<file path="src/shared/usart_core_map.svh">
// Timing constants and reset values for the serial clock and receive buffer core.
`ifndef USART_CORE_MAP_SVH
`define USART_CORE_MAP_SVH
`define DIVISOR_W 12
`define DIVISOR_RESET 12'h000
`define OVS_NORMAL 5'h10
`define OVS_DOUBLE 5'h08
`define OVS_SYNC 5'h02
`define RX_FIFO_DEPTH 2
`define FILTER_TAPS 3
`define MCLK_PERIOD_NS 8
`endif

</file>
<file path="src/shared/usart_core_pkg.sv">
// Types shared by the serial clock and receive buffer core.
package usart_core_pkg;
    typedef enum logic [1:0] {
        CLK_ASYNC_NORMAL,
        CLK_ASYNC_DOUBLE,
        CLK_SYNC_MASTER,
        CLK_SYNC_SLAVE
    } clk_mode_e;
    typedef enum logic [1:0] {
        RX_IDLE,
        RX_START,
        RX_DATA,
        RX_STOP
    } rx_state_e;
    typedef struct packed {
        logic frame_err;
        logic overrun;
        logic ninth;
        logic parity_err;
        logic [7:0] data;
    } rx_entry_s;
endpackage

</file>
<file path="src/shared/rx_entry_if.sv">
// Handshake carrying completed characters from the receiver to the buffer.
`timescale 1ns/1ps
interface rx_entry_if;
    logic push;
    logic full;
    usart_core_pkg::rx_entry_s entry;
    modport src (output push, output entry, input full);
    modport dst (input push, input entry, output full);
endinterface

</file>
<file path="src/logic/baud_down_counter.sv">
// Down-counter baud generator with reload on zero or on a low-byte write.
`timescale 1ns/1ps
`include "usart_core_map.svh"
module baud_down_counter #(
    parameter int W = `DIVISOR_W
) (
    input wire logic mclk, // System clock.
    input wire logic rst_n, // Synchronous reset, active low.
    input wire logic [W-1:0] divisor, // Reload value.
    input wire logic reload, // Low-byte write strobe.
    output logic tick // One-cycle pulse at zero.
);
    logic [W-1:0] cnt_r;
    always_ff @(posedge mclk) begin
        if (!rst_n) begin
            cnt_r <= '0;
            tick <= 1'b0;
        end else if (reload) begin
            cnt_r <= divisor;
            tick <= 1'b0;
        end else if (cnt_r == '0) begin
            cnt_r <= divisor;
            tick <= 1'b1;
        end else begin
            cnt_r <= cnt_r - 1'b1;
            tick <= 1'b0;
        end
    end
endmodule

</file>
<file path="src/logic/rx_two_fifo.sv">
// Two-entry circular receive FIFO holding each character with its status.
`timescale 1ns/1ps
`include "usart_core_map.svh"
module rx_two_fifo (
    input wire logic mclk, // System clock.
    input wire logic rst_n, // Synchronous reset, active low.
    rx_entry_if.dst wr, // Push side.
    input wire logic pop, // Data read strobe.
    output usart_core_pkg::rx_entry_s head, // Entry at head.
    output logic not_empty // Unread data present.
);
    usart_core_pkg::rx_entry_s mem_r [`RX_FIFO_DEPTH];
    logic wp_r;
    logic rp_r;
    logic [1:0] cnt_r;
    logic do_pop;
    logic do_push;
    assign do_pop = pop && cnt_r != 2'h0;
    assign do_push = wr.push && (cnt_r != 2'h2 || do_pop);
    assign wr.full = cnt_r == 2'h2;
    assign head = mem_r[rp_r];
    assign not_empty = cnt_r != 2'h0;
    always_ff @(posedge mclk) begin
        if (!rst_n) begin
            mem_r[0] <= '0;
            mem_r[1] <= '0;
            wp_r <= 1'b0;
            rp_r <= 1'b0;
            cnt_r <= 2'h0;
        end else begin
            if (do_push) begin
                mem_r[wp_r] <= wr.entry;
                wp_r <= ~wp_r;
            end
            if (do_pop) begin
                rp_r <= ~rp_r;
            end
            cnt_r <= cnt_r + {1'b0, do_push} - {1'b0, do_pop};
        end
    end
endmodule

</file>
<file path="src/logic/usart_clock_and_rx_buffer.sv">
// Clock generation, receiver recovery and buffering core of a serial port.
// How it works
// Four clock modes; sync_mode_select picks asynchronous or synchronous.
// In synchronous mode xck_direction output means master, input means slave.
// Transfer clock pin is driven or sampled only in synchronous mode.
// Baud down-counter reloads at zero and on a low-byte divisor write.
// One tick per zero, rate is clock over divisor plus one.
// Divisor is twelve bits, high and low parts, range 0 to 4095; with LEGACY set only the low byte is used, range 0 to 255.
// Transmit bit clock is tick over 16, 8 or 2 by mode.
// Receiver runs on the tick with 16, 8 or 2 states per bit.
// Software keeps double_speed clear in synchronous operation.
// Double speed makes the receiver use eight samples per bit.
// Slave clock is synchronised then edge detected, two cycles late.
// Remote master keeps transfer clock under a quarter of system clock.
// One transmit buffer ahead of the shift register for gapless frames.
// Receive data is a two-entry FIFO; each read pops one entry.
// Frame error, overrun and ninth bit stored with each entry.
// Software reads status before data because the read pops.
// With FIFO full, a new character waits in the shift register.
// Receiver reports frame, overrun and parity errors.
// Three events: transmit complete, data register empty, receive complete.
// Receiver filters noise and rejects false start bits.
// Legacy configuration allows asynchronous operation only.
// Polarity clear: change on rising, sample on falling; set swaps.
// Reset clears baud counter, FIFO contents and flags; FIFO empty.
`timescale 1ns/1ps
`include "usart_core_map.svh"
module usart_clock_and_rx_buffer #(
    parameter bit LEGACY = 1'b0
) (
    input wire logic mclk, // System clock.
    input wire logic rst_n, // Synchronous reset, active low.
    input wire logic sync_mode_select, // 1 selects synchronous.
    input wire logic double_speed, // Asynchronous double speed.
    input wire logic xck_direction, // 1 means pin drives out (master).
    input wire logic clock_edge_polarity, // Synchronous edge swap.
    input wire logic [3:0] baud_divisor_high, // Divisor bits 11:8.
    input wire logic [7:0] baud_divisor_low, // Divisor bits 7:0.
    input wire logic baud_divisor_low_wr, // Low-byte write strobe.
    input wire logic parity_en, // Parity check enable.
    input wire logic parity_odd, // Odd parity.
    input wire logic nine_bits, // Nine-bit characters.
    input wire logic transfer_clock_pin_in, // Transfer clock pin level.
    output logic transfer_clock_pin_out, // Transfer clock drive.
    output logic transfer_clock_pin_oe_n, // Low while driving.
    input wire logic rxd, // Serial input.
    output logic txd_shift_en, // Transmit bit clock pulse.
    output logic tx_change_edge, // Synchronous data change pulse.
    input wire logic tx_data_wr, // Write to transmit buffer.
    input wire logic tx_shift_done, // Shift register finished a frame.
    output logic tx_load, // Move buffer to shift register.
    output logic data_register_empty, // Transmit buffer empty.
    output logic tx_complete, // Transmit complete pulse.
    input wire logic data_read, // Read of data buffer register.
    output logic [7:0] rx_data, // Head character.
    output logic frame_error_flag, // Head frame error.
    output logic overrun_flag, // Head overrun.
    output logic receive_ninth_bit, // Head ninth bit.
    output logic parity_error, // Head parity error.
    output logic receive_complete // Unread data present.
);
    logic sync_eff;
    logic slave;
    logic base_tick;
    logic [11:0] divisor;
    logic xck_s1_r;
    logic xck_s2_r;
    logic xck_d_r;
    logic xck_rise;
    logic xck_fall;
    logic [3:0] txdiv_r;
    logic [4:0] ovs;
    logic xcko_r;
    logic [2:0] filt_r;
    logic rx_bit;
    logic [4:0] phase_r;
    logic [3:0] bitcnt_r;
    logic [8:0] shift_r;
    logic par_r;
    logic held_r;
    logic ovr_pend_r;
    logic tx_buf_full_r;
    logic tx_busy_r;
    logic sample_now;
    logic in_sample_edge;
    usart_core_pkg::rx_state_e rx_st_r;
    usart_core_pkg::rx_entry_s head;
    logic not_empty;
    rx_entry_if rxq();

    assign sync_eff = sync_mode_select && !LEGACY;
    assign slave = sync_eff && !xck_direction;
    assign divisor = LEGACY ? {4'h0, baud_divisor_low} : {baud_divisor_high, baud_divisor_low};

    baud_down_counter #(.W(`DIVISOR_W)) u_baud (
        .mclk(mclk),
        .rst_n(rst_n),
        .divisor(divisor),
        .reload(baud_divisor_low_wr),
        .tick(base_tick)
    );

    // Samples per bit for the current mode.
    always_comb begin
        if (sync_eff) begin
            ovs = `OVS_SYNC;
        end else if (double_speed) begin
            ovs = `OVS_DOUBLE;
        end else begin
            ovs = `OVS_NORMAL;
        end
    end

    // Slave clock synchroniser and edge detector.
    always_ff @(posedge mclk) begin
        if (!rst_n) begin
            xck_s1_r <= 1'b0;
            xck_s2_r <= 1'b0;
            xck_d_r <= 1'b0;
        end else begin
            xck_s1_r <= slave ? transfer_clock_pin_in : 1'b0;
            xck_s2_r <= xck_s1_r;
            xck_d_r <= xck_s2_r;
        end
    end
    assign xck_rise = slave && xck_s2_r && !xck_d_r;
    assign xck_fall = slave && !xck_s2_r && xck_d_r;

    // Transmit bit clock divider and master clock output.
    always_ff @(posedge mclk) begin
        if (!rst_n) begin
            txdiv_r <= 4'h0;
            txd_shift_en <= 1'b0;
            tx_change_edge <= 1'b0;
            xcko_r <= 1'b0;
        end else if (slave) begin
            txdiv_r <= 4'h0;
            txd_shift_en <= clock_edge_polarity ? xck_fall : xck_rise;
            tx_change_edge <= clock_edge_polarity ? xck_fall : xck_rise;
            xcko_r <= 1'b0;
        end else begin
            txd_shift_en <= 1'b0;
            tx_change_edge <= 1'b0;
            if (base_tick) begin
                if ({1'b0, txdiv_r} >= ovs - 5'h01) begin
                    txdiv_r <= 4'h0;
                    txd_shift_en <= 1'b1;
                end else begin
                    txdiv_r <= txdiv_r + 4'h1;
                end
                if (sync_eff) begin
                    xcko_r <= ~xcko_r;
                    tx_change_edge <= !xcko_r;
                end
            end
        end
    end

    always_ff @(posedge mclk) begin
        if (!rst_n) begin
            transfer_clock_pin_out <= 1'b0;
            transfer_clock_pin_oe_n <= 1'b1;
        end else begin
            transfer_clock_pin_out <= xcko_r ^ clock_edge_polarity;
            transfer_clock_pin_oe_n <= !(sync_eff && xck_direction);
        end
    end

    // Majority filter on the input line.
    always_ff @(posedge mclk) begin
        if (!rst_n) begin
            filt_r <= 3'h7;
        end else if (base_tick || slave) begin
            filt_r <= {filt_r[1:0], rxd};
        end
    end
    assign rx_bit = (filt_r[0] & filt_r[1]) | (filt_r[1] & filt_r[2]) | (filt_r[0] & filt_r[2]);

    // Sampling point: slave and master use the sample edge, async the bit centre.
    assign in_sample_edge = slave ? (clock_edge_polarity ? xck_rise : xck_fall)
                                  : (base_tick && sync_eff && xcko_r);
    assign sample_now = sync_eff ? in_sample_edge
                                 : (base_tick && phase_r == (ovs >> 1));

    // Receiver state machine with third-level hold in the shift register.
    always_ff @(posedge mclk) begin
        if (!rst_n) begin
            rx_st_r <= usart_core_pkg::RX_IDLE;
            phase_r <= 5'h00;
            bitcnt_r <= 4'h0;
            shift_r <= 9'h000;
            par_r <= 1'b0;
            held_r <= 1'b0;
            ovr_pend_r <= 1'b0;
            rxq.push <= 1'b0;
            rxq.entry <= '0;
        end else begin
            rxq.push <= held_r && !rxq.full;
            if (held_r && !rxq.full) begin
                held_r <= 1'b0;
            end
            if (base_tick && !sync_eff) begin
                phase_r <= (phase_r >= ovs - 5'h01) ? 5'h00 : phase_r + 5'h01;
            end
            case (rx_st_r)
                usart_core_pkg::RX_IDLE: begin
                    if (!rx_bit && (sync_eff ? in_sample_edge : base_tick)) begin
                        if (held_r && rxq.full) begin
                            ovr_pend_r <= 1'b1;
                            held_r <= 1'b0;
                        end
                        phase_r <= 5'h01;
                        rx_st_r <= sync_eff ? usart_core_pkg::RX_DATA
                                            : usart_core_pkg::RX_START;
                        bitcnt_r <= 4'h0;
                        par_r <= parity_odd;
                    end
                end
                usart_core_pkg::RX_START: begin
                    if (sample_now) begin
                        rx_st_r <= rx_bit ? usart_core_pkg::RX_IDLE
                                          : usart_core_pkg::RX_DATA;
                    end
                end
                usart_core_pkg::RX_DATA: begin
                    if (sample_now) begin
                        shift_r <= {rx_bit, shift_r[8:1]};
                        par_r <= par_r ^ rx_bit;
                        bitcnt_r <= bitcnt_r + 4'h1;
                        if (bitcnt_r == (nine_bits ? 4'h8 : 4'h7) + {3'h0, parity_en}) begin
                            rx_st_r <= usart_core_pkg::RX_STOP;
                        end
                    end
                end
                usart_core_pkg::RX_STOP: begin
                    if (sample_now || sync_eff) begin
                        rx_st_r <= usart_core_pkg::RX_IDLE;
                        rxq.entry.frame_err <= !sync_eff && !rx_bit;
                        rxq.entry.overrun <= ovr_pend_r;
                        rxq.entry.parity_err <= parity_en && par_r;
                        rxq.entry.ninth <= nine_bits ? shift_r[8 - {3'h0, parity_en}] : 1'b0;
                        rxq.entry.data <= (nine_bits || parity_en) ? shift_r[7:0] : shift_r[8:1];
                        ovr_pend_r <= 1'b0;
                        held_r <= 1'b1;
                    end
                end
                default: rx_st_r <= usart_core_pkg::RX_IDLE;
            endcase
        end
    end

    rx_two_fifo u_fifo (
        .mclk(mclk),
        .rst_n(rst_n),
        .wr(rxq),
        .pop(data_read),
        .head(head),
        .not_empty(not_empty)
    );

    always_ff @(posedge mclk) begin
        if (!rst_n) begin
            rx_data <= 8'h00;
            frame_error_flag <= 1'b0;
            overrun_flag <= 1'b0;
            receive_ninth_bit <= 1'b0;
            parity_error <= 1'b0;
            receive_complete <= 1'b0;
        end else begin
            rx_data <= head.data;
            frame_error_flag <= head.frame_err;
            overrun_flag <= head.overrun;
            receive_ninth_bit <= head.ninth;
            parity_error <= head.parity_err;
            receive_complete <= not_empty;
        end
    end

    // Transmit buffer ahead of the shift register.
    always_ff @(posedge mclk) begin
        if (!rst_n) begin
            tx_buf_full_r <= 1'b0;
            tx_busy_r <= 1'b0;
            tx_load <= 1'b0;
            tx_complete <= 1'b0;
            data_register_empty <= 1'b1;
        end else begin
            tx_load <= 1'b0;
            tx_complete <= 1'b0;
            if (tx_buf_full_r && (!tx_busy_r || tx_shift_done)) begin
                tx_load <= 1'b1;
                tx_buf_full_r <= tx_data_wr;
                tx_busy_r <= 1'b1;
            end else begin
                if (tx_data_wr) begin
                    tx_buf_full_r <= 1'b1;
                end
                if (tx_shift_done) begin
                    tx_busy_r <= 1'b0;
                    tx_complete <= 1'b1;
                end
            end
            data_register_empty <= !(tx_buf_full_r || tx_data_wr);
        end
    end
endmodule

</file>
<file path="config.mk">
export PLATFORM = sky130hd
export DESIGN_NAME = usart_clock_and_rx_buffer
export DESIGN_NICKNAME = d
export VERILOG_FILES = /design/src/shared/usart_core_pkg.sv /design/src/shared/rx_entry_if.sv /design/src/logic/baud_down_counter.sv /design/src/logic/rx_two_fifo.sv /design/src/logic/usart_clock_and_rx_buffer.sv
export VERILOG_INCLUDE_DIRS = /design/src /design/src/shared
export SDC_FILE = /design/constraint.sdc
export NUM_CORES = 1
export LEC_CHECK = 0
export BUFFER_PORTS_ARGS = -buffer_cell sky130_fd_sc_hd__buf_2
export CORE_ASPECT_RATIO = 0.7
export CORE_MARGIN = 1.5
export CORE_UTILIZATION = 50
export DETAILED_ROUTE_END_ITERATION = 12
export GPL_TIMING_DRIVEN = 0
export PLACE_DENSITY_LB_ADDON = 0.2
export SYNTH_ARGS = -nofsm -noshare
export SYNTH_HDL_FRONTEND = slang
export SYNTH_HIERARCHICAL = 1
export SYNTH_SLANG_ARGS = --single-unit
</file>
<file path="constraint.sdc">
create_clock -name mclk -period 6.35 [get_ports mclk]
set_input_delay 1.905 -clock mclk [delete_from_list [all_inputs] [get_ports mclk]]
set_output_delay 1.905 -clock mclk [all_outputs]
set_load 0.02 [all_outputs]
</file>
==> flow_results.xml <==
<?xml version="1.0" encoding="UTF-8"?>
<metrics>
  <group name="worst_setup_path">
    <metric name="path_class" unit="">in2reg</metric>
    <metric name="critPathMaxFanout" unit="">10</metric>
    <metric name="worst_setup_path_start_kind" unit="">primary input</metric>
    <metric name="cp_required" unit="ns">6.62</metric>
    <metric name="timing.critical_path.buf_inv" unit="">3</metric>
    <metric name="worst_ep_arrival_time" unit="ns">4.51</metric>
    <metric name="highest_cell_delay_on_the_worst_timing_path" unit="ns">0.51</metric>
    <metric name="crit_chain" unit="">buf_2 -&gt; buf_2 -&gt; nor2_1 -&gt; inv_1 -&gt; ha_1 -&gt; or4b_4 -&gt; o31ai_4 -&gt; nor3_2 -&gt; or4_1 -&gt; a21oi_1</metric>
    <metric name="crit_path_top_delay_cell" unit="">sky130_fd_sc_hd__or4_1</metric>
    <metric name="crit_top_cell" unit="">sky130_fd_sc_hd__buf_2</metric>
    <metric name="critPathTopFamily" unit="">simple AND/OR/NAND/NOR gates</metric>
    <metric name="critPathCaptureType" unit="">flop</metric>
  </group>
  <group name="layout">
    <metric name="final_cell_mix" unit="">sky130_fd_sc_hd__dfxtp_1 (87), sky130_fd_sc_hd__buf_2 (51), sky130_fd_sc_hd__and2_1 (41)</metric>
    <metric name="instances_no_fill" unit="">698</metric>
    <metric name="filler_cell_count" unit="">844</metric>
    <metric name="layout_area_overhead" unit="%">13.6</metric>
    <metric name="final_layout_size_suffix_gt1_frac" unit="">0.170</metric>
    <metric name="antennaDiodeCount" unit="">0</metric>
    <metric name="final_common_cell" unit="">sky130_fd_sc_hd__dfxtp_1</metric>
    <metric name="fin_nets" unit="">609</metric>
    <metric name="final_cell_area" unit="um^2">5740</metric>
  </group>
  <group name="cts">
    <metric name="cts_post_setup_buffers_inserted" unit="">0</metric>
    <metric name="max-clock-path-buffers" unit="">2</metric>
    <metric name="count_of_cells_resized_by_post_cts_repair" unit="">0</metric>
    <metric name="clockRootBuffer" unit="">sky130_fd_sc_hd__clkbuf_16</metric>
    <metric name="post_cts_hold_buffer_count" unit="">0</metric>
    <metric name="cts.htree.levels" unit="">3</metric>
    <metric name="clkTransAtPathRegs" unit="ns">0.07</metric>
    <metric name="clock_latency_on_the_worst_skew_pair" unit="ns">0.35</metric>
    <metric name="tritoncts_clock_tree" unit="">built</metric>
    <metric name="cts_buffers" unit="">9</metric>
    <metric name="numClockSinks" unit="">111</metric>
  </group>
  <group name="logic_synthesis">
    <metric name="cells_after_synthesis" unit="">507</metric>
    <metric name="synthDominantCellAreaShare" unit="">0.344</metric>
    <metric name="synth-seq-cells" unit="">111</metric>
    <metric name="async_set_or_reset_flop_fraction_in_the_synthesized_netlist" unit="">0</metric>
    <metric name="postSynth.topFlopCell" unit="">sky130_fd_sc_hd__dfxtp_1</metric>
    <metric name="yosysTopAreaCell" unit="">sky130_fd_sc_hd__dfxtp_1</metric>
    <metric name="synth.lib_cells_used.distinct" unit="">63</metric>
    <metric name="seq_area_frac_synth" unit="">0.487</metric>
    <metric name="synth-edff-count" unit="">24</metric>
    <metric name="synth.cell_area" unit="um^2">5060</metric>
    <metric name="yosys-top-cells-area" unit="">sky130_fd_sc_hd__dfxtp_1 (34%), sky130_fd_sc_hd__edfxtp_1 (14%), sky130_fd_sc_hd__and2_1 (5.1%)</metric>
    <metric name="syn-mean-instance-area" unit="um^2">9.98</metric>
    <metric name="synth_fp_nets" unit="">551</metric>
    <metric name="synth.yosys.warnings" unit="">6</metric>
  </group>
  <group name="drt">
    <metric name="highest_layer" unit="">met4</metric>
    <metric name="detail-route-antenna-nets" unit="">0</metric>
    <metric name="routed_wire_length_on_met2" unit="mm">4.34</metric>
    <metric name="route.detailed.drc" unit="">0</metric>
    <metric name="detail_route.first_pass.iterations" unit="">4</metric>
    <metric name="via_count" unit="">3772</metric>
    <metric name="wire_per_inst" unit="um">14.4</metric>
    <metric name="drtIter0Drc" unit="">282</metric>
    <metric name="m1WireLength" unit="mm">5.17</metric>
    <metric name="via_per_inst" unit="">5.40</metric>
    <metric name="finalWirelength" unit="mm">10.1</metric>
    <metric name="met3RoutedLength" unit="um">496</metric>
  </group>
  <group name="hold_path">
    <metric name="min-delay-path-class" unit="">reg2reg</metric>
  </group>
  <group name="placed_design">
    <metric name="port-buffer-count" unit="">46</metric>
    <metric name="routabilityCongestion" unit="">0.890</metric>
    <metric name="dpl-instance-area" unit="um^2">5460</metric>
    <metric name="post-place-cells" unit="">682</metric>
    <metric name="dp_hpwl" unit="mm">7.22</metric>
  </group>
  <group name="sta">
    <metric name="final_min_period_over_clock_period" unit="">0.668</metric>
    <metric name="finalSetupViolCount" unit="">0</metric>
    <metric name="unrepaired_setup_endpoints_after_global_routing" unit="">no</metric>
    <metric name="final_max_slew_violation_count" unit="">0</metric>
    <metric name="tightest_slew" unit="ns">0.820</metric>
    <metric name="finClkSkew" unit="ns">0.00669</metric>
    <metric name="fmax" unit="MHz">236</metric>
    <metric name="finalHoldViolations" unit="">0</metric>
    <metric name="sum_of_negative_setup_slack" unit="ns">0</metric>
    <metric name="timing.slew.headroom" unit="">0.449</metric>
    <metric name="finalWorstPathRequiredPeriod" unit="ns">4.24</metric>
  </group>
  <group name="grt">
    <metric name="vias_in_the_first_global_route" unit="">3517</metric>
    <metric name="grt_pass1_wl" unit="mm">16.9</metric>
    <metric name="number_of_antenna_violations_at_the_first_check_in_global_routing" unit="">0</metric>
    <metric name="gr-usage-all-layers" unit="">0.203</metric>
    <metric name="pin_count_of_the_biggest_net_entering_global_routing" unit="">21</metric>
    <metric name="grt_overflow_total" unit="">0</metric>
  </group>
  <group name="pwr">
    <metric name="p_leak" unit="nW">2.35</metric>
    <metric name="pwr_density_cell" unit="nW/um^2">266</metric>
    <metric name="ir_drop" unit="uV">139</metric>
    <metric name="fin_total_pwr" unit="mW">1.53</metric>
  </group>
  <group name="die">
    <metric name="io_pins" unit="">47</metric>
    <metric name="die_y" unit="um">87.1</metric>
    <metric name="start_util" unit="">0.518</metric>
    <metric name="floorplan.core_area" unit="um^2">9760</metric>
    <metric name="placementRows" unit="">30</metric>
    <metric name="fp.dieArea" unit="um^2">10700</metric>
    <metric name="die_w" unit="um">123</metric>
  </group>
  <group name="status">
    <metric name="status" unit="">complete, no violations</metric>
  </group>
  <group name="job">
    <metric name="cap_viol_max_count" unit="">0</metric>
  </group>
</metrics>
## cell type report
type                            instances  area [um^2]  share of cell area
Clock inverter                          7         58.8              0.0102
Multi-Input combinational cell        358         2420               0.422
Sequential cell                       111         2460               0.429
Inverter                               15         56.3             0.00980
Buffer                                 23          115              0.0200
Tap cell                              128          160              0.0279
Timing Repair Buffer                   47          241              0.0420
Clock buffer                            9          225              0.0392
## worst paths after layout
check,start,end,slack (ns),depth (start not counted)
max reg2reg,phase_r[3]$_SDFF_PN0_,bitcnt_r[3]$_SDFFE_PN0P_,4.05,6
max,sync_mode_select,bitcnt_r[3]$_SDFFE_PN0P_,2.11,10
min,xck_s1_r$_SDFF_PN0_,xck_s2_r$_SDFF_PN0_,0.46,1
min reg2reg,xck_s1_r$_SDFF_PN0_,xck_s2_r$_SDFF_PN0_,0.46,1
## cells in the mapped netlist (all sizes together) (2+ instances only)
master / n
a211oi: 11
or4: 4
ha: 17
inv: 15
maj3: 2
nor2: 38
nand3: 17
or3: 3
nor4: 2
o21ai: 27
a211o: 2
or3b: 3
xor2: 8
clkbuf: 13
a21o: 5
a21oi: 27
nand3b: 5
a31oi: 3
dfxtp: 87
nand2b: 9
edfxtp: 24
mux2i: 19
nor2b: 3
o21bai: 2
and2: 43
buf: 10
nor3: 8
nand2: 35
nor3b: 4
mux2: 13
or4b: 2
nand4: 3
o21a: 4
o211ai: 4
and3: 2
xnor2: 11
o31ai: 6
## kinds of logic after synthesis
group | Yosys count | share of synthesized area
adders and majority gates | 19 | 0.0460
xor gates and xnor gates | 19 | 0.0329
buffers and inverters | 38 | 0.0339
DFF | 111 | 0.487
and+or+nand+nor | 188 | 0.204
muxes | 32 | 0.0666
AOI/OAI and AO/OA | 100 | 0.129
## sequential cells by signal, summed over array words and instances, names as in the netlist, 2 cells and up, named ones only
name / flops
rxq.entry: 12
txdiv_r: 4
phase_r: 5
u_baud/cnt_r: 12
rx_st_r: 2
shift_r: 9
u_fifo/cnt_r: 2
bitcnt_r: 4
filt_r: 3
rx_data: 8
u_fifo/mem_r: 24
## routing by layer
metal / GRT usage / up-vias
met5: 0 / -
met4: 0.0533 / 0
met1: 0.289 / 1776
met2: 0.306 / 76
li1: - / 1913
met3: 0.0530 / 7
## report_power, final
group	leakage, nW	switching [mW]	internal (mW)	total [mW]
clock	0.139	0.263	0.274	0.537
combinational	1.25	0.131	0.0879	0.219
sequential	0.957	0.0223	0.749	0.771
total	2.35	0.416	1.11	1.53
## per-stage QoR
step,worst slack [ns],utilization,hold slack [ns]
6_report,2.11,0.588,0.455
5_1_grt,1.98,0.588,0.485
4_1_cts,2.16,0.588,0.457
3_5_place_dp,1.80,0.559,0.443
3_3_place_gp,1.87,0.558,0.429
2_1_floorplan,2.30,-,0.412
(Power assumes the default switching activity.)
